==> config.mk <==
export PLATFORM = sky130hd
export DESIGN_NAME = disk_ctrl_phase_fifo_flow
export DESIGN_NICKNAME = d
export VERILOG_FILES = /design/src/disk_ctrl_pkg.sv /design/src/disk_ctrl_phase_fifo_flow.sv
export VERILOG_INCLUDE_DIRS = /design/src
export SDC_FILE = /design/constraint.sdc
export NUM_CORES = 1
export LEC_CHECK = 0
export BUFFER_PORTS_ARGS = -buffer_cell sky130_fd_sc_hd__buf_2
export CORE_AREA = 2 2 176 178
export CTS_BUF_LIST = sky130_fd_sc_hd__clkbuf_8
export CTS_CLUSTER_SIZE = 16
export DETAILED_ROUTE_END_ITERATION = 16
export DIE_AREA = 0 0 178 180
export SYNTH_ARGS = -nofsm -noshare
export SYNTH_HDL_FRONTEND = slang
export SYNTH_SLANG_ARGS = --single-unit
==> constraint.sdc <==
create_clock -name clk_in -period 4 [get_ports clk_in]
set_input_delay 0.2 -clock clk_in [delete_from_list [all_inputs] [get_ports clk_in]]
set_output_delay 0.2 -clock clk_in [all_outputs]
set_load 0.01 [all_outputs]
==> src/disk_ctrl_consts.svh <==
// constants for the disk controller phase and fifo flow block
`ifndef DISK_CTRL_CONSTS_SVH
`define DISK_CTRL_CONSTS_SVH
`define FIFO_DEPTH        5'h10
`define MODE_AT           2'h0
`define MODE_SECOND_GEN   2'h1
`define MODE_LEGACY       2'h2
`define CFG_MODE_HI       3
`define CFG_MODE_LO       2
`define CFG_BURST_BIT     1
`define CMD_PARAM_COUNT   4'h3
`define RESULT_COUNT      3'h3
`define CMD_READ_DATA     8'h06
`define CMD_WRITE_DATA    8'h05
`define CMD_SENSE_INT     8'h08
`define CMD_CONFIGURE     8'h13
`define CMD_SPECIFY       8'h03
`define STATUS_INVALID    8'h80
`define STATUS_NORMAL     8'h00
`define STATUS_ABNORMAL   8'h40
`endif

==> src/disk_ctrl_pkg.sv <==
// types for the disk controller phase and fifo flow block
package disk_ctrl_pkg;
  typedef enum logic [2:0] {
    ST_RESET,
    ST_CMD_WAIT,
    ST_CMD_PROC,
    ST_EXEC,
    ST_RESULT
  } phase_e;
endpackage : disk_ctrl_pkg

==> src/disk_ctrl_phase_fifo_flow.sv <==
// command, execution and result phase engine with fifo service flow control
// Overview of operation
// - pin reset clears all state except the specify dma mode bit and the fifo data contents
// - pin reset sets the output-register reset bit; host clears it to leave reset
// - both software resets reinitialise the core and the fifo
// - rate reset self clears; output reset holds and has precedence
// - two-bit mode field selects at, second-gen or legacy compatibility
// - at mode: dma bit gates interrupt and dma; density active high
// - second-gen mode: dma bit ignored, always enabled; density active low
// - legacy mode: dma bit gates interrupt and dma; density active low
// - specify picks dma or pio; config bit picks burst over single
// - master drops after each command write, returns per parameter unless illegal
// - after last parameter master stays low, controller advances itself
// - fifo disabled after reset and in command phase; configure may enable it
// - threshold equals parameter plus one, range 1 to 16
// - pio read: request at 16 minus threshold bytes or sector end, drop on empty
// - pio write: request on entry until full, again at threshold, result on drain
// - dma read: request at 16 minus threshold or sector end, drop on empty
// - dma write: request on entry until full, again at threshold, end on count
// - transfer ends on terminal count, overrun/underrun or end of track
// - terminal count mid sector completes sector (code: only if still high at sector end or the cycle before); implicit ends report abnormal
// - result starts with interrupt; host reads all bytes while both flags are 1
// - invalid first command byte raises interrupt; sense reports invalid
// - any reset leaves power-down
`include "disk_ctrl_consts.svh"
module disk_ctrl_phase_fifo_flow
  import disk_ctrl_pkg::*;
(
  input  wire logic       clk_in,
  input  wire logic       arst_n_in,
  input  wire logic       dor_reset_wr_in,
  input  wire logic       dor_reset_val_in,
  input  wire logic       dor_dma_enable_in,
  input  wire logic       rate_reset_wr_in,
  input  wire logic [3:0] fdc_config_reg_in,
  input  wire logic       high_density_in,
  input  wire logic       host_wr_in,
  input  wire logic       host_rd_in,
  input  wire logic [7:0] host_wdata_in,
  input  wire logic       terminal_count_in,
  input  wire logic       overrun_in,
  input  wire logic       disk_take_in,
  input  wire logic       disk_give_in,
  input  wire logic [7:0] disk_data_in,
  input  wire logic       sector_end_in,
  input  wire logic       last_sector_in,
  output logic [7:0]      host_rdata_out,
  output logic            request_for_master_flag_out,
  output logic            transfer_direction_flag_out,
  output logic            controller_busy_flag_out,
  output logic            non_dma_flag_out,
  output logic            interrupt_out,
  output logic            dma_request_out,
  output logic            burst_mode_out,
  output logic            density_select_out,
  output logic            dor_reset_out,
  output logic            power_down_out,
  output logic [7:0]      disk_data_out,
  output logic [4:0]      fifo_count_out,
  output logic            fifo_enabled_out
);
  //////////////////////////////////////////////////////////////////////////////
  // reset sources
  logic       dor_reset_reg;
  logic       rate_reset_reg;
  logic       core_reset;
  always_ff @(posedge clk_in or negedge arst_n_in) begin
    if (!arst_n_in) begin
      dor_reset_reg <= 1'b1;
    end else if (dor_reset_wr_in) begin
      dor_reset_reg <= dor_reset_val_in;
    end
  end
  always_ff @(posedge clk_in or negedge arst_n_in) begin
    if (!arst_n_in) begin
      rate_reset_reg <= 1'b0;
    end else begin
      rate_reset_reg <= rate_reset_wr_in;
    end
  end
  assign core_reset = dor_reset_reg | rate_reset_reg;
  //////////////////////////////////////////////////////////////////////////////
  // mode gating
  logic [1:0] mode;
  logic       gate_en;
  assign mode = fdc_config_reg_in[`CFG_MODE_HI:`CFG_MODE_LO];
  always_comb begin
    case (mode)
      `MODE_SECOND_GEN: gate_en = 1'b1;
      default:          gate_en = dor_dma_enable_in;
    endcase
  end
  //////////////////////////////////////////////////////////////////////////////
  // phase engine
  phase_e     state_reg;
  logic [7:0] opcode_reg;
  logic [3:0] param_cnt_reg;
  logic [7:0] last_param_reg;
  logic [2:0] result_cnt_reg;
  logic [7:0] status_reg;
  logic       invalid_pending_reg;
  logic       dma_mode_reg;
  logic       fifo_on_reg;
  logic [3:0] thr_param_reg;
  logic       writing_reg;
  logic       stalled_reg;
  logic [4:0] count_reg;
  logic [4:0] threshold;
  logic       done_reg;
  logic       fifo_push;
  logic       fifo_pop;
  logic [7:0] fifo_mem [0:15];
  logic [3:0] wr_ptr_reg;
  logic [3:0] rd_ptr_reg;
  assign threshold = {1'b0, thr_param_reg} + 5'h01;
  always_ff @(posedge clk_in) begin
    if (state_reg == ST_CMD_PROC && opcode_reg == `CMD_SPECIFY) begin
      dma_mode_reg <= ~last_param_reg[0]; // kept across pin reset
    end
  end
  always_ff @(posedge clk_in or negedge arst_n_in) begin
    if (!arst_n_in) begin
      state_reg           <= ST_RESET;
      opcode_reg          <= 8'h00;
      param_cnt_reg       <= 4'h0;
      last_param_reg      <= 8'h00;
      result_cnt_reg      <= 3'h0;
      status_reg          <= 8'h00;
      invalid_pending_reg <= 1'b0;
      fifo_on_reg         <= 1'b0;
      thr_param_reg       <= 4'h0;
      writing_reg         <= 1'b0;
      done_reg            <= 1'b0;
    end else if (core_reset) begin
      state_reg           <= ST_RESET;
      param_cnt_reg       <= 4'h0;
      result_cnt_reg      <= 3'h0;
      invalid_pending_reg <= 1'b0;
      fifo_on_reg         <= 1'b0;
      thr_param_reg       <= 4'h0;
      done_reg            <= 1'b0;
    end else begin
      case (state_reg)
        ST_RESET: state_reg <= ST_CMD_WAIT;
        ST_CMD_WAIT: begin
          if (host_wr_in) begin
            if (param_cnt_reg == 4'h0) begin
              opcode_reg <= host_wdata_in;
            end
            last_param_reg <= host_wdata_in;
            param_cnt_reg  <= param_cnt_reg + 4'h1;
            state_reg      <= ST_CMD_PROC;
          end
        end
        ST_CMD_PROC: begin
          done_reg <= 1'b0;
          if (opcode_reg != `CMD_READ_DATA && opcode_reg != `CMD_WRITE_DATA &&
              opcode_reg != `CMD_SENSE_INT && opcode_reg != `CMD_CONFIGURE &&
              opcode_reg != `CMD_SPECIFY) begin
            invalid_pending_reg <= 1'b1;
            status_reg          <= `STATUS_INVALID;
            param_cnt_reg       <= 4'h0;
            state_reg           <= ST_CMD_WAIT;
          end else if (opcode_reg == `CMD_SENSE_INT) begin
            status_reg          <= invalid_pending_reg ? `STATUS_INVALID : status_reg;
            invalid_pending_reg <= 1'b0;
            param_cnt_reg       <= 4'h0;
            result_cnt_reg      <= 3'h0;
            state_reg           <= ST_RESULT;
          end else if (param_cnt_reg < `CMD_PARAM_COUNT) begin
            state_reg <= ST_CMD_WAIT;
          end else begin
            param_cnt_reg <= 4'h0;
            if (opcode_reg == `CMD_CONFIGURE) begin
              fifo_on_reg   <= last_param_reg[4];
              thr_param_reg <= last_param_reg[3:0];
              state_reg     <= ST_CMD_WAIT;
            end else if (opcode_reg == `CMD_SPECIFY) begin
              state_reg <= ST_CMD_WAIT;
            end else begin
              writing_reg <= (opcode_reg == `CMD_WRITE_DATA);
              state_reg   <= ST_EXEC;
            end
          end
        end
        ST_EXEC: begin
          if (sector_end_in && (terminal_count_in || last_sector_in || stalled_reg ||
              overrun_in)) begin
            done_reg <= 1'b1;
            status_reg <= terminal_count_in ? `STATUS_NORMAL : `STATUS_ABNORMAL;
          end
          if (done_reg && count_reg == 5'h00) begin
            result_cnt_reg <= 3'h0;
            state_reg      <= ST_RESULT;
          end
        end
        ST_RESULT: begin
          if (host_rd_in) begin
            result_cnt_reg <= result_cnt_reg + 3'h1;
            if (result_cnt_reg == `RESULT_COUNT - 3'h1 || opcode_reg == `CMD_SENSE_INT) begin
              state_reg <= ST_CMD_WAIT;
              done_reg  <= 1'b0;
            end
          end
        end
        default: state_reg <= ST_RESET;
      endcase
    end
  end
  // terminal count seen during execution, registered one cycle later
  always_ff @(posedge clk_in or negedge arst_n_in) begin
    if (!arst_n_in) begin
      stalled_reg <= 1'b0;
    end else begin
      stalled_reg <= (state_reg == ST_EXEC) && terminal_count_in;
    end
  end
  //////////////////////////////////////////////////////////////////////////////
  // fifo
  logic exec;
  logic host_side_rd;
  logic host_side_wr;
  assign exec         = (state_reg == ST_EXEC);
  assign host_side_wr = exec && writing_reg && host_wr_in && count_reg != `FIFO_DEPTH;
  assign host_side_rd = exec && !writing_reg && host_rd_in && count_reg != 5'h00;
  assign fifo_push = host_side_wr || (exec && !writing_reg && disk_give_in &&
                     count_reg != `FIFO_DEPTH);
  assign fifo_pop  = host_side_rd || (exec && writing_reg && disk_take_in &&
                     count_reg != 5'h00);
  always_ff @(posedge clk_in) begin
    if (fifo_push) begin
      fifo_mem[wr_ptr_reg] <= writing_reg ? host_wdata_in : disk_data_in;
    end
  end
  always_ff @(posedge clk_in or negedge arst_n_in) begin
    if (!arst_n_in) begin
      wr_ptr_reg <= 4'h0;
      rd_ptr_reg <= 4'h0;
      count_reg  <= 5'h00;
    end else if (core_reset || !exec) begin
      wr_ptr_reg <= 4'h0;
      rd_ptr_reg <= 4'h0;
      count_reg  <= 5'h00;
    end else begin
      if (fifo_push) begin
        wr_ptr_reg <= wr_ptr_reg + 4'h1;
      end
      if (fifo_pop) begin
        rd_ptr_reg <= rd_ptr_reg + 4'h1;
      end
      count_reg <= count_reg + {4'h0, fifo_push} - {4'h0, fifo_pop};
    end
  end
  //////////////////////////////////////////////////////////////////////////////
  // service request flow
  logic req_reg;
  logic req_next;
  logic eff_thr_lvl;
  assign eff_thr_lvl = fifo_on_reg ? 1'b0 : 1'b1;
  always_comb begin
    req_next = req_reg;
    if (!exec || done_reg && writing_reg) begin
      req_next = 1'b0;
    end else if (writing_reg) begin
      if (count_reg == `FIFO_DEPTH) begin
        req_next = 1'b0;
      end else if (!req_reg && count_reg <= (eff_thr_lvl ? 5'h0F : threshold)) begin
        req_next = 1'b1;
      end
    end else begin
      if (count_reg == 5'h00) begin
        req_next = 1'b0;
      end else if (count_reg >= (eff_thr_lvl ? 5'h01 : `FIFO_DEPTH - threshold) ||
                   sector_end_in) begin
        req_next = 1'b1;
      end
    end
  end
  always_ff @(posedge clk_in or negedge arst_n_in) begin
    if (!arst_n_in) begin
      req_reg <= 1'b0;
    end else begin
      req_reg <= req_next;
    end
  end
  //////////////////////////////////////////////////////////////////////////////
  // outputs
  always_ff @(posedge clk_in or negedge arst_n_in) begin
    if (!arst_n_in) begin
      request_for_master_flag_out <= 1'b0;
      transfer_direction_flag_out <= 1'b0;
      controller_busy_flag_out    <= 1'b0;
      non_dma_flag_out            <= 1'b0;
      interrupt_out               <= 1'b0;
      dma_request_out             <= 1'b0;
      burst_mode_out              <= 1'b0;
      density_select_out          <= 1'b0;
      dor_reset_out               <= 1'b1;
      power_down_out              <= 1'b0;
      host_rdata_out              <= 8'h00;
      disk_data_out               <= 8'h00;
      fifo_count_out              <= 5'h00;
      fifo_enabled_out            <= 1'b0;
    end else begin
      request_for_master_flag_out <= (state_reg == ST_CMD_WAIT) || (state_reg == ST_RESULT) ||
                                     (exec && !dma_mode_reg && req_next);
      transfer_direction_flag_out <= (state_reg == ST_RESULT) || (exec && !writing_reg);
      controller_busy_flag_out    <= (state_reg == ST_CMD_PROC) || exec ||
                                     (state_reg == ST_RESULT) ||
                                     (state_reg == ST_CMD_WAIT && param_cnt_reg != 4'h0);
      non_dma_flag_out            <= exec && !dma_mode_reg;
      interrupt_out               <= gate_en && ((state_reg == ST_RESULT) ||
                                     invalid_pending_reg ||
                                     (exec && !dma_mode_reg && req_next));
      dma_request_out             <= gate_en && exec && dma_mode_reg && req_next;
      burst_mode_out              <= fdc_config_reg_in[`CFG_BURST_BIT];
      density_select_out          <= (mode == `MODE_AT) ? high_density_in : ~high_density_in;
      dor_reset_out               <= dor_reset_reg;
      power_down_out              <= power_down_out && !core_reset;
      host_rdata_out              <= exec ? fifo_mem[rd_ptr_reg] : status_reg;
      disk_data_out               <= fifo_mem[rd_ptr_reg];
      fifo_count_out              <= count_reg;
      fifo_enabled_out            <= fifo_on_reg && exec;
    end
  end
  //////////////////////////////////////////////////////////////////////////////
  // assertions
  property p_reset_hold;
    @(posedge clk_in) disable iff (!arst_n_in)
      dor_reset_reg |=> state_reg == ST_RESET;
  endproperty
  a_reset_hold: assert property (p_reset_hold) else $error("reset state left early");
  property p_rate_self_clear;
    @(posedge clk_in) disable iff (!arst_n_in)
      rate_reset_wr_in ##1 !rate_reset_wr_in |=> !rate_reset_reg;
  endproperty
  a_rate_self_clear: assert property (p_rate_self_clear) else $error("rate reset stuck");
  property p_fifo_cmd_off;
    @(posedge clk_in) disable iff (!arst_n_in)
      state_reg == ST_CMD_WAIT |=> count_reg == 5'h00;
  endproperty
  a_fifo_cmd_off: assert property (p_fifo_cmd_off) else $error("fifo active in command");
  property p_master_drop;
    @(posedge clk_in) disable iff (!arst_n_in)
      state_reg == ST_CMD_WAIT && host_wr_in && !core_reset |=> ##1 !request_for_master_flag_out;
  endproperty
  a_master_drop: assert property (p_master_drop) else $error("master flag not dropped");
  property p_second_gen_gate;
    @(posedge clk_in) disable iff (!arst_n_in)
      mode == `MODE_SECOND_GEN && state_reg == ST_RESULT |=> interrupt_out;
  endproperty
  a_second_gen_gate: assert property (p_second_gen_gate) else $error("gate not forced");
  property p_read_empty_drop;
    @(posedge clk_in) disable iff (!arst_n_in)
      exec && !writing_reg && count_reg == 5'h00 |=> !req_reg;
  endproperty
  a_read_empty_drop: assert property (p_read_empty_drop) else $error("request on empty");
  property p_write_full_drop;
    @(posedge clk_in) disable iff (!arst_n_in)
      exec && writing_reg && count_reg == `FIFO_DEPTH |=> !req_reg;
  endproperty
  a_write_full_drop: assert property (p_write_full_drop) else $error("request on full");
  property p_result_ready;
    @(posedge clk_in) disable iff (!arst_n_in)
      state_reg == ST_RESULT && host_rd_in && !core_reset &&
      result_cnt_reg == `RESULT_COUNT - 3'h1 |=> ##1
      request_for_master_flag_out && !transfer_direction_flag_out;
  endproperty
  a_result_ready: assert property (p_result_ready) else $error("not ready after result");
  c_exec:   cover property (@(posedge clk_in) state_reg == ST_EXEC);
  c_result: cover property (@(posedge clk_in) state_reg == ST_RESULT);
  c_dma:    cover property (@(posedge clk_in) dma_request_out);
  c_inval:  cover property (@(posedge clk_in) invalid_pending_reg);
endmodule : disk_ctrl_phase_fifo_flow

Word-level counts from Yosys, hierarchy flattened. Memories as Yosys holds them, arrays and structs flattened. Index checks and enable logic that the tools add are counted.

Logic and storage cells: 229. Memories kept: 1. Register bits: 89. Bits of input ports: 35. RAM bits: 128. Output and inout bits: 32.

Memory list: fifo_mem (depth 16, bits a word 8, read ports 1, clocked after Yosys merged registers in 0, wr ports 1, line disk_ctrl_phase_fifo_flow.sv:112) `logic [7:0] fifo_mem [0:15];`.

Magnitude comparators: 3. Reductions and logical operators: 75. Bitwise operators: 9. Multiplexer cells: 69. Equal/unequal tests: 31. Add/subtract/negate cells: 8.

Operators by type and width (count): 4-bit 2-to-1 mux (15); 8-bit 2-to-1 mux (6); 3-bit 2-to-1 mux (12); 1-bit logical AND (29); 1-bit 2-to-1 mux (24); 1-bit logical OR (17); 8-bit by 3-bit != test with 1-bit output (second input constant) (2); 8-bit case mux with 2 select lines (1); 5-bit 2-to-1 mux (3); 3-bit case mux with 5 select lines (1); 5-bit AND reduction (3); 4-bit by 1-bit adder with 4-bit output (second input constant) (3); 3-bit by 2-bit != test with 1-bit output (second input constant) (4); 3-bit != test (second input constant) (4); 4-bit AND reduction (3); 5-bit != test (second input constant) (2); 2-bit nonzero test (5); 3-bit by 2-bit == test with 1-bit output (second input constant) (3); 3-bit case mux with 3 select lines (1); 8-bit by 2-bit == test with 1-bit output (second input constant) (1); 8-bit by 3-bit == test with 1-bit output (second input constant) (1); 8-bit by 4-bit == test with 1-bit output (second input constant) (1); 8-bit by 5-bit == test with 1-bit output (second input constant) (1); 8-bit by 2-bit != test with 1-bit output (second input constant) (1); other kinds (34) (52).

Longest topological paths before layout. Gate-level depths: netlist of run 1.

Depth after elaboration: 12. Depth in mapped cells: 14. Depth with buffers taken out: 13.

Worst setup path before layout of run 1. No wires, ideal clock.

Path type: register to register. Start point: reg count_reg[2]. End point: reg count_reg[4]. Arrival time: 2.803 ns. Path slack: 1.120 ns. Clock period less this slack: 2.880 ns. Path buffers: 1. Data required time: 3.923 ns. Library setup time: 0.077 ns. Stages on the path, launching flop included: 15. Cells stage by stage: dfrtp_1 -> inv_1 -> ha_1 -> nand4bb_1 -> and3_1 -> clkbuf_1 -> inv_1 -> ha_1 -> inv_1 -> ha_1 -> fa_1 -> a21oi_1 -> nor2_1 -> or3_1 -> a21oi_1.

Longest elaborated chain between the ends: 6. Elaborated cells between the ends (all ways): 11. Those cells by class: 2 x add/sub; 1 x eq/ne; 1 x mux; 7 x reduce/logical.

Ends and longest elaborated chain: from (decl) (line disk_ctrl_phase_fifo_flow.sv:107) `logic [4:0] count_reg;`; from (signal assigned) (line disk_ctrl_phase_fifo_flow.sv:251) `count_reg <= count_reg + {4'h0, fifo_push} - {4'h0, fifo_pop};`; 5-bit != test (no line); 1-bit logical AND (no line); 1-bit logical OR (line disk_ctrl_phase_fifo_flow.sv:226) `assign fifo_push = host_side_wr || (exec && !writing_reg && disk_give_in &&`; 5-bit by 1-bit adder with 5-bit output (line disk_ctrl_phase_fifo_flow.sv:251); 5-bit by 1-bit subtractor with 5-bit output * (line disk_ctrl_phase_fifo_flow.sv:251); 5-bit 2-to-1 mux * (line disk_ctrl_phase_fifo_flow.sv:240) `end else if (core_reset || !exec) begin`.

Every way passes the cells marked *; elsewhere a longest branch is shown, timed or not. A chain may end at the register's enable or synchronous reset.

Worst setup path in the final report of run 1. Ends and elaborated chain as after synthesis.

==> results of run 1 <==
==> area by class of cell <==
cell class                 count  area (µm²)
multi-input combinational    377        3020
fill                        2903       19360
tap                          396       495.5
clock buffer                  38       523.0
timing repair buffer         102       645.6
inverter                      23       86.33
sequential                   211        5929
clock inverter                23       128.9
==> worst paths after layout <==
check | cells after the start | from | end
min in group asynchronous | 2 | arst_n_in | param_cnt_reg[1]
max in group asynchronous | 3 | arst_n_in | rd_ptr_reg[0]
max | 12 | count_reg[2] | count_reg[4]
min | 3 | host_rd_in | state_reg[2]
max reg2reg | 12 | count_reg[2] | count_reg[4]
min reg2reg | 0 | dor_reset_reg | dor_reset_out
==> Yosys cell counts (all sizes together), types with 11 or more instances <==
library cell    n
a21oi          19
a221oi         17
and2           11
buf            13
clkbuf         20
dfrtp          80
edfxtp        129
ha             25
inv            23
mux2           21
mux2i          40
mux4           16
nand2          45
nor2           35
o21ai          24
==> tightest hold or removal path: cells and delay by family <==
kind / cells / cell delay, ns
and+or+nand+nor: 1 / 0.14
AOI/OAI and AO/OA: 1 / 0.08
buffers and inverters: 1 / 0.13
==> metrics by stage <==
step           area, µm²  total power [W]  std cells  setup WS, ns  utilization
2_1_floorplan       9191         0.002741        644         1.120            -
3_3_place_gp       10020         0.002865       1093        0.8998       0.3318
3_5_place_dp       10020         0.002874       1093        0.8710       0.3318
4_1_cts            10830         0.004662       1170        0.8602       0.3587
5_1_grt            10830         0.004822       1170        0.6761       0.3587
6_report           10830         0.004593       1170        0.8936       0.3587
==> layer usage <==
metal / wire [µm] / up-vias
li1: - / 2636
met1: 8490 / 2786
met2: 10040 / 147
met3: 1038 / 40
met4: 632 / 0
met5: 0 / -
==> repair_timing <==
item	4_1_cts	5_1_grt
resized for setup	0	0
hold buffers	16	0
endpoints found under the hold margin	58	0
==> cell families (layout without fill, tap and decap cells) <==
| group | Yosys count | after routing | share of synthesized area |
|---|---|---|---|
| muxes | 77 | 77 | 0.1085 |
| and+or+nand+nor | 156 | 156 | 0.09053 |
| AOI/OAI and AO/OA | 104 | 104 | 0.08005 |
| buffers and inverters | 56 | 186 | 0.02641 |
| DFF | 211 | 211 | 0.6450 |
| adders and majority gates | 26 | 26 | 0.03621 |
| xor gates and xnor gates | 14 | 14 | 0.01334 |
==> power by group through the flow <==
stage                     Sequential, W  Combinational (W)  Clock (W)
after floorplan                 0.00252           0.000222          0
after global placement          0.00253           0.000334          0
after detailed placement        0.00253           0.000340          0
after CTS                       0.00249           0.000355    0.00182
after global routing            0.00250           0.000393    0.00193
final                           0.00249           0.000350    0.00175
==> metrics.yaml, run 1 <==
final_nets: 810
min_period_ns: 3.106
num_rows: 64
status: "finished clean"
synthDistinctLibCells: 67
p_per_area_nw_per_um2: 424.1
ys_top_cells_by_area: "edfxtp_1, dfrtp_1, mux2i_1"
diodes: 0
clk_latency_ns: 0.52
max_freq_mhz: 321.9
arrival_ns: 3.52
viasPerCell: 4.794
ant_nets: 0
ys_ff_latch: 211
drv_cap: 0
setup_viol: 0
switching_share: 0.2349
cts_buffers: 34
finalCritPeriodShare: 0.7766
crit_family: "adder cells"
max_slew_margin: 0.3768
cts_root_buf: "clkbuf_8"
grt.met3_usage: 0.02432
min_path_type: "in -> reg"
final_cell_mix: "edfxtp_1, dfrtp_1, buf_2"
synth_edf_count: 129
route.detailed.drc: 0
worstSetupStartpointType: "register"
vias: 5609
wl_per_cell_um: 17.27
drive_above_1_share: 0.2339
drv_slew: 0
crit_required_ns: 4.41
io_pins: 67
port_buffers: 65
synth_area_um2: 9191
rsz0062_at_grt: "no"
syn_nets: 705
worst_slew_pin_slew_ns: 0.9228
cts_num_sinks: 211
switchingPower_w: 0.001079
drt_iter0_markers: 332
regMostFlops: "fifo_mem"
ys_seq_area_frac: 0.6450
largest_register_ffs: 128
dieArea_um2: 32040
die_h_um: 180
dominantRegCellSynth: "edfxtp_1"
postSynthAreaPerCell_um2: 14.27
pwr-share-comb: 0.076
cts_max_path_buffers: 3
seq_power_share: 0.542
met2_usage: 0.2208
first_pass_iters: 4
cp_max_fo: 5
gp_congestion: 0.7871
cp_cell_sequence: "inv_1, ha_1, nor4b_2, nor3_2, ha_1, inv_1, ha_1, fa_1, a21oi_1, nor2_1, or3_1, a21oi_1"
grt_pass1_vias: 5792
ys.warnings.count: 0
globalRouteTotalUtil: 0.1308
synth_area_leader_cell: "edfxtp_1"
core_area_um2: 30190
cts-htree-levels: 2
grt_max_degree: 44
area_growth_pct: 17.82
finalHoldViolations: 0
p_leak_nw: 4.107
use_met1: 0.1652
async_reset_ff_frac: 0.3886
grt_overflow_total: 0
timing.critical_path.buf_inv: 2
hpwlAfterDp_um: 13980
r2r_setup_slack_ns: 0.89
synth_top_area_frac: 0.4215
path_clk_slew_ns: 0.06
cts_tree: "built"
clkPwrFrac: 0.382
tns_ns: 0
cp_slowest_stage_delay_ns: 0.45
critPathKind: "reg -> reg"
holdWs_ns: 0.08854
cp_slowest_cell: "dfrtp_1"
critical_path.most_common_cell: "ha_1"
grt_pass1_wl_um: 32300
post_cts_buffers: 0
p_int_w: 0.003514
final_common_cell: "edfxtp_1"
netlist_instances: 644
initial_core_util: 0.3045
antenna_found_initial: 0
final.setup_skew_ns: 0.03430
cp-end-kind: "register"
chipWidth_um: 178
grt_busiest_layer: "met2"
irDropWorstVdd_mv: 0.1629
routed_wl_um: 20210
Note: power is estimated with default switching activity, not from simulation.
==> run 2, diff against run 1 <==
==> constraint.sdc (replaced) <==
create_clock -name clk_in -period 3.25 [get_ports clk_in]
set_input_delay 0.1625 -clock clk_in [delete_from_list [all_inputs] [get_ports clk_in]]
set_output_delay 0.1625 -clock clk_in [all_outputs]
set_load 0.01 [all_outputs]
==> run 2 against run 1 <==
Compared with the run above: utilization increased by 0.28 points; global-route usage decreased by 0.097 points; design area increased by 0.79%; maximum frequency increased by 7.2%; largest cell class unchanged; flip-flop and latch count unchanged; clock skew decreased by 0.0086 ns; via count decreased by 0.68%; sequential power increased by 23%; routed wire length increased by 0.34%.
==> metrics.yaml, run 2 (synthesis gave the netlist of run 1 again) <==
pwr-share-comb: 0.077  # about the same
cp_cell_sequence: "inv_1, ha_1, nand4bb_1, and3_1, inv_1, ha_1, inv_1, ha_1, fa_1, a21oi_1, nor2_1, or3_1, a21oi_1"
route.detailed.drc: 0  # unchanged
core_area_um2: 30190  # unchanged
final_nets: 822  # +1.5%
p_leak_nw: 4.168  # +1.5%
hold_start: "host_rd_in"
switching_share: 0.2397  # +0.004814
cts_buffers: 35  # +2.9%
arrival_ns: 3.34  # -0.18 ns
cp_slowest_stage_delay_ns: 0.47  # +0.02 ns
setup_ws_ns: 0.3511  # -0.5424 ns
regMostFlops: "fifo_mem"
drt_iter0_markers: 364  # +9.6%
fill_cells: 2894  # -0.31%
globalRouteTotalUtil: 0.1298  # -0.0009724
vias: 5571  # -0.68%
final_common_cell: "edfxtp_1"
worst_slew_pin_slew_ns: 0.7361  # -0.1867 ns
drive_above_1_share: 0.2449  # +0.01107
largest_register_ffs: 128  # unchanged
irDropWorstVdd_mv: 0.2249  # +38%
final_cell_mix: "edfxtp_1, dfrtp_1, buf_2"
max_slew_margin: 0.5029  # +0.1261
finalHoldViolations: 0  # unchanged
place_ws_ns: 0.3796  # -0.4914 ns
regArea_um2: 5929  # unchanged
clkPwrFrac: 0.382  # about the same
rr_endpoint: "count_reg[4]"
status: "finished clean"
area_growth_pct: 18.74
wl_per_cell_um: 17.13  # -0.85%
r2r_setup_slack_ns: 0.35  # -0.54 ns
drv_cap: 0  # unchanged
dieArea_um2: 32040  # unchanged
fin_cells: 1184  # +1.2%
cp_slowest_cell: "dfrtp_1"
cts-htree-levels: 2  # unchanged
seq_power_share: 0.541  # about the same
crit_required_ns: 3.69  # -0.72 ns
switchingPower_w: 0.001358  # +26%
utilization: 0.3615  # +0.002818
final.setup_skew_ns: 0.02573  # -0.008570 ns
cts_num_sinks: 211  # unchanged
worstSetupStartpointType: "register"
placed_cells: 1104  # +1.0%
routed_wl_um: 20280  # +0.34%
hold_depth: 3  # unchanged
first_pass_iters: 4  # unchanged
min_path_type: "in -> reg"
reg2reg_depth: 13  # +1
p_int_w: 0.004310  # +23%
crit_family: "adder cells"
viasPerCell: 4.705  # -1.9%
finalCritPeriodShare: 0.8920  # +0.1153
critPathKind: "reg -> reg"
ant_nets: 0  # unchanged
cts_tree: "built"
path_clk_slew_ns: 0.06  # about the same
cp_max_fo: 5  # unchanged
antenna_found_initial: 0  # unchanged
timing.critical_path.buf_inv: 3  # +1
hpwlAfterDp_um: 14030  # +0.41%
post_cts_buffers: 0  # unchanged
diodes: 0  # unchanged
grt_max_degree: 32  # -27%
cts_root_buf: "clkbuf_8"
r2r_start: "count_reg[3]"
min_period_ns: 2.899  # -0.2076 ns
grt_pass1_vias: 5741  # -0.88%
chipWidth_um: 178  # unchanged
setup_viol: 0  # unchanged
num_rows: 64  # unchanged
port_buffers: 65  # unchanged
rsz0062_at_grt: "no"
initial_core_util: 0.3045  # unchanged
cts_max_path_buffers: 3  # unchanged
startpoint: "count_reg[3]"
max_freq_mhz: 345.0  # +7.2%
tns_ns: 0  # unchanged
grt_overflow_total: 0  # unchanged
io_pins: 67  # unchanged
holdWs_ns: 0.04697  # -0.04157 ns
die_h_um: 180  # unchanged
gp_congestion: 0.7698  # -2.2%
cp-end-kind: "register"
p_per_area_nw_per_um2: 519.3  # +22%
clk_latency_ns: 0.53  # about the same
whs_endpoint: "state_reg[2]"
multi_input_area_um2: 3020  # unchanged
grt_pass1_wl_um: 32100  # -0.62%
drv_slew: 0  # unchanged
run 2: changes by cell type in the layout (fill, tap and decap cells not counted):
cell,delta
clkbuf_8,-1
inv_1,+1
buf_4,+11
inv_6,-1
clkinv_1,+1
clkinvlp_4,+1
clkinv_2,+2
run 2: final cells by class:
class,instances,area share
clock buffers,37,0.04666
clock inverters,27,0.01330
inverters,23,0.007910
multi-input cells,377,0.2767
flip-flops and latches,211,0.5433
well taps,396,0.04540
repair buffers,113,0.06672
run 2: layer usage:
layer,global-route usage,vias to the layer above,wire length (µm)
li1,-,2654,-
met1,0.1642,2770,8593
met2,0.2177,116,10130
met3,0.02855,31,1054
met4,0.04623,0,494
met5,0,-,0
run 2: repair_timing:
| action | CTS | global route |
|---|---|---|
| resized for setup | 0 | 0 |
| hold endpoints to repair | 95 | 0 |
| hold buffers | 16 | 0 |
run 2: worst max path at each step:
stage | to | slack [ns] | depth (start not counted)
floorplan | count_reg[4] | 0.37 | 14
global placement | count_reg[4] | 0.42 | 13
detailed placement | count_reg[4] | 0.38 | 13
finish | count_reg[4] | 0.35 | 13
CTS | count_reg[4] | 0.34 | 13
global route | count_reg[4] | 0.12 | 13
run 2: tightest hold or removal path: cells and delay by family:
| kind | cells | cell delay (ns) |
|---|---|---|
| simple gates | 1 | 0.15 |
| compound gates | 1 | 0.08 |
| buf+inv | 1 | 0.14 |
run 2: stage by stage:
stage	power (W)	area, µm²
2_1_floorplan	0.003373	9191
6_report	0.005668	10910
5_1_grt	0.005912	10910
3_5_place_dp	0.003545	10100
3_3_place_gp	0.003530	10100
4_1_cts	0.005739	10910
run 2: power groups by stage:
stage	Combinational (W)	Sequential [W]	Clock, W
after global placement	0.000416	0.00311	0
after CTS	0.000443	0.00306	0.00223
final	0.000436	0.00307	0.00216
after detailed placement	0.000427	0.00312	0
after global routing	0.000481	0.00308	0.00235
after floorplan	0.000273	0.00310	0
==> run 3, diff against run 2 <==
--- a/config.mk
+++ b/config.mk
@@ -6,12 +6,13 @@
 export SDC_FILE = /design/constraint.sdc
 export NUM_CORES = 1
 export LEC_CHECK = 0
+export ABC_AREA = 1
 export BUFFER_PORTS_ARGS = -buffer_cell sky130_fd_sc_hd__buf_2
-export CORE_AREA = 2 2 176 178
+export CORE_AREA = 2 2 177 179
 export CTS_BUF_LIST = sky130_fd_sc_hd__clkbuf_8
 export CTS_CLUSTER_SIZE = 16
 export DETAILED_ROUTE_END_ITERATION = 16
-export DIE_AREA = 0 0 178 180
+export DIE_AREA = 0 0 179 181
 export SYNTH_ARGS = -nofsm -noshare
 export SYNTH_HDL_FRONTEND = slang
 export SYNTH_SLANG_ARGS = --single-unit
==> run 3 against run 2 <==
Compared with the run above: final cell count rose by 21%; clock power rose by 17%; maximum frequency rose by 6.3%; critical path type unchanged; synthesized cell count rose by 37%; largest power group unchanged; flip-flop and latch count did not move; largest cell class unchanged; worst hold slack got worse by 0.026 ns; die area rose by 1.1%; global-route usage rose by 1.4 points; sequential share of layout area fell by 1.4 points; critical path depth rose by 1.
==> metrics.yaml, run 3 <==
status: "finished clean"
route.detailed.drc: 0  # unchanged
cp-end-kind: "register"
final_common_cell: "nand2_1"
drv_cap: 0  # unchanged
dominantRegCellSynth: "edfxtp_1"
ant_nets: 0  # unchanged
syn_nets: 944  # +34%
path_clk_slew_ns: 0.07  # about the same
grt_max_degree: 73  # +130%
cts_max_path_buffers: 3  # unchanged
final_nets: 1071  # +30%
pwr-share-comb: 0.077  # about the same
max_slew_margin: 0.4323  # -0.07055
netlist_instances: 883  # +37%
ys_seq_area_frac: 0.6367  # -0.008234
drt_iter0_markers: 475  # +30%
holdWs_ns: 0.02094  # -0.02603 ns
rsz0062_at_grt: "no"
use_met1: 0.1837  # +0.01949
total_power_w: 0.006036  # +6.5%
min_path_type: "in -> reg"
grt.met3_usage: 0.02736  # -0.001196
area_growth_pct: 20.35
cp_max_fo: 5  # unchanged
async_reset_ff_frac: 0.3886  # unchanged
initial_core_util: 0.3068  # +0.002310
seq_power_share: 0.505  # -0.036
chipWidth_um: 179  # +0.56%
tns_ns: 0  # unchanged
hpwlAfterDp_um: 15060  # +7.4%
min_period_ns: 2.726  # -0.1726 ns
final_cell_area_um2: 11200  # +2.7%
diodes: 0  # unchanged
clk_latency_ns: 0.54  # about the same
vias: 6727  # +21%
p_int_w: 0.004532  # +5.2%
worst_slew_pin_slew_ns: 0.8484  # +0.1123 ns
p_leak_nw: 4.797  # +15%
fill_cells: 3029  # +4.7%
regMostFlops: "fifo_mem"
cts-htree-levels: 2  # unchanged
grt_busiest_layer: "met2"
grt_pass1_wl_um: 35930  # +12%
setup_viol: 0  # unchanged
viasPerCell: 4.685  # -0.44%
wl_per_cell_um: 16.02  # -6.5%
max_freq_mhz: 366.8  # +6.3%
io_pins: 67  # unchanged
drv_slew: 0  # unchanged
synth_area_leader_cell: "edfxtp_1"
ys_ff_latch: 211  # unchanged
place_area_um2: 10230  # +1.3%
dieArea_um2: 32400  # +1.1%
finalHoldViolations: 0  # unchanged
p_per_area_nw_per_um2: 538.7  # +3.7%
critPathKind: "reg -> reg"
arrival_ns: 3.13  # -0.21 ns
first_pass_iters: 4  # unchanged
finalCritPeriodShare: 0.8388  # -0.05312
synth_top_area_frac: 0.4161  # -0.005381
grt_overflow_total: 0  # unchanged
cts_resized: 0  # unchanged
drive_above_1_share: 0.2010  # -0.04396
postSynthAreaPerCell_um2: 10.54  # -26%
die_h_um: 181  # +0.56%
cts_num_sinks: 211  # unchanged
switchingPower_w: 0.001504  # +11%
synth_edf_count: 129  # unchanged
num_rows: 64  # unchanged
synthDistinctLibCells: 38  # -43%
cts_root_buf: "clkbuf_8"
globalRouteTotalUtil: 0.1437  # +0.01393
largest_register_ffs: 128  # unchanged
crit_required_ns: 3.66  # -0.03 ns
core_area_um2: 30350  # +0.53%
irDropWorstVdd_mv: 0.2921  # +30%
switching_share: 0.2492  # +0.009553
utilization: 0.3692  # +0.007657
port_buffers: 65  # unchanged
cts_buffers: 38  # +8.6%
final_cell_mix: "nand2_1, edfxtp_1, inv_1, nor2_1, dfrtp_1"
worstSetupStartpointType: "register"
routed_wl_um: 23000  # +13%
antenna_found_initial: 0  # unchanged
ys_top_cells_by_area: "edfxtp_1, dfrtp_1, nand2_1"
synth_area_um2: 9310  # +1.3%
met2_usage: 0.2434  # +0.02571
gp_congestion: 0.8025  # +4.2%
grt_pass1_vias: 6634  # +16%
synth_most_common_cell: "nand2_1"
synthTopCellsByCount: "nand2_1, edfxtp_1, nor2_1, dfrtp_1, inv_1"
ys.warnings.count: 0  # unchanged
clkPwrFrac: 0.419  # +0.037
final.setup_skew_ns: 0.02509  # -0.0006478 ns
cts_tree: "built"
==> run 3: cell types whose count changed after synthesis, sizes merged, moves of 11 or more <==
cell,before,now
a21oi,19,44
o21ai,24,84
mux4,16,0
nand2,45,198
nor2,35,95
clkbuf,20,8
a221oi,17,0
nand4,3,14
inv,23,80
and2,11,0
mux2i,40,0
nand3,4,62
mux2,21,1
==> run 3: layout make-up <==
class	count	area, µm²	area share
tap	396	495.5	0.04422
clock buffer	47	646.9	0.05773
inverter	81	307.8	0.02747
timing repair buffer	116	770.7	0.06879
clock inverter	23	135.1	0.01206
multi-input combinational	562	2919	0.2605
sequential	211	5929	0.5292
==> run 3: cells by family after synthesis <==
kind of cell               synth area share
adders and majority gates           0.03575
xor gates and xnor gates           0.007526
buffers and inverters               0.04972
DFF                                  0.6367
and+or+nand+nor                      0.1820
muxes                              0.001209
AOI/OAI and AO/OA                   0.08709
==> run 3: final timing paths <==
kind                                      start           endpoint  slack [ns]  cells past startpoint
max in group asynchronous             arst_n_in   disk_data_out[2]        2.27                      3
min                        fdc_config_reg_in[3]    dma_request_out        0.02                      4
max                                count_reg[3]       count_reg[4]        0.52                     14
min reg2reg                       dor_reset_reg      dor_reset_out        0.39                      0
max reg2reg                        count_reg[3]       count_reg[4]        0.52                     14
min in group asynchronous             arst_n_in  result_cnt_reg[1]        0.24                      2
==> run 3: through the flow <==
step / setup slack, ns / instances
2_1_floorplan: 0.8666 / 883
3_5_place_dp: 0.5206 / 1347
4_1_cts: 0.4912 / 1436
5_1_grt: 0.3595 / 1436
6_report: 0.5238 / 1436
3_3_place_gp: 0.5852 / 1347
==> run 3: power groups by stage <==
stage | Clock, W | Combinational (W) | Sequential [W]
floorplan | 0 | 0.000293 | 0.00308
global route | 0.00270 | 0.000531 | 0.00305
CTS | 0.00259 | 0.000470 | 0.00304
global placement | 0 | 0.000438 | 0.00309
finish | 0.00253 | 0.000464 | 0.00305
detailed placement | 0 | 0.000452 | 0.00309
==> run 3: what timing repair did <==
| item | CTS | global route |
|---|---|---|
| setup buffers | 0 | 0 |
| hold buffers | 19 | 0 |
| hold endpoints to repair | 78 | 0 |
==> run 3: critical path: stages (launching register included) <==
cell	delay, ns
dfrtp_1	0.44
inv_1	0.10
ha_1	0.18
nand4_1	0.24
nand2_2	0.20
inv_2	0.07
ha_1	0.27
inv_1	0.04
ha_1	0.19
fa_1	0.41
nand2_1	0.08
a21oi_1	0.06
nor2_1	0.12
xor2_1	0.15
nor2_1	0.06
==> run 3: metal layers <==
metal  part of all wire  wire, µm
met5                  0         0
met4              0.020       450
met3              0.044      1022
met2               0.50     11540
met1               0.43      9989
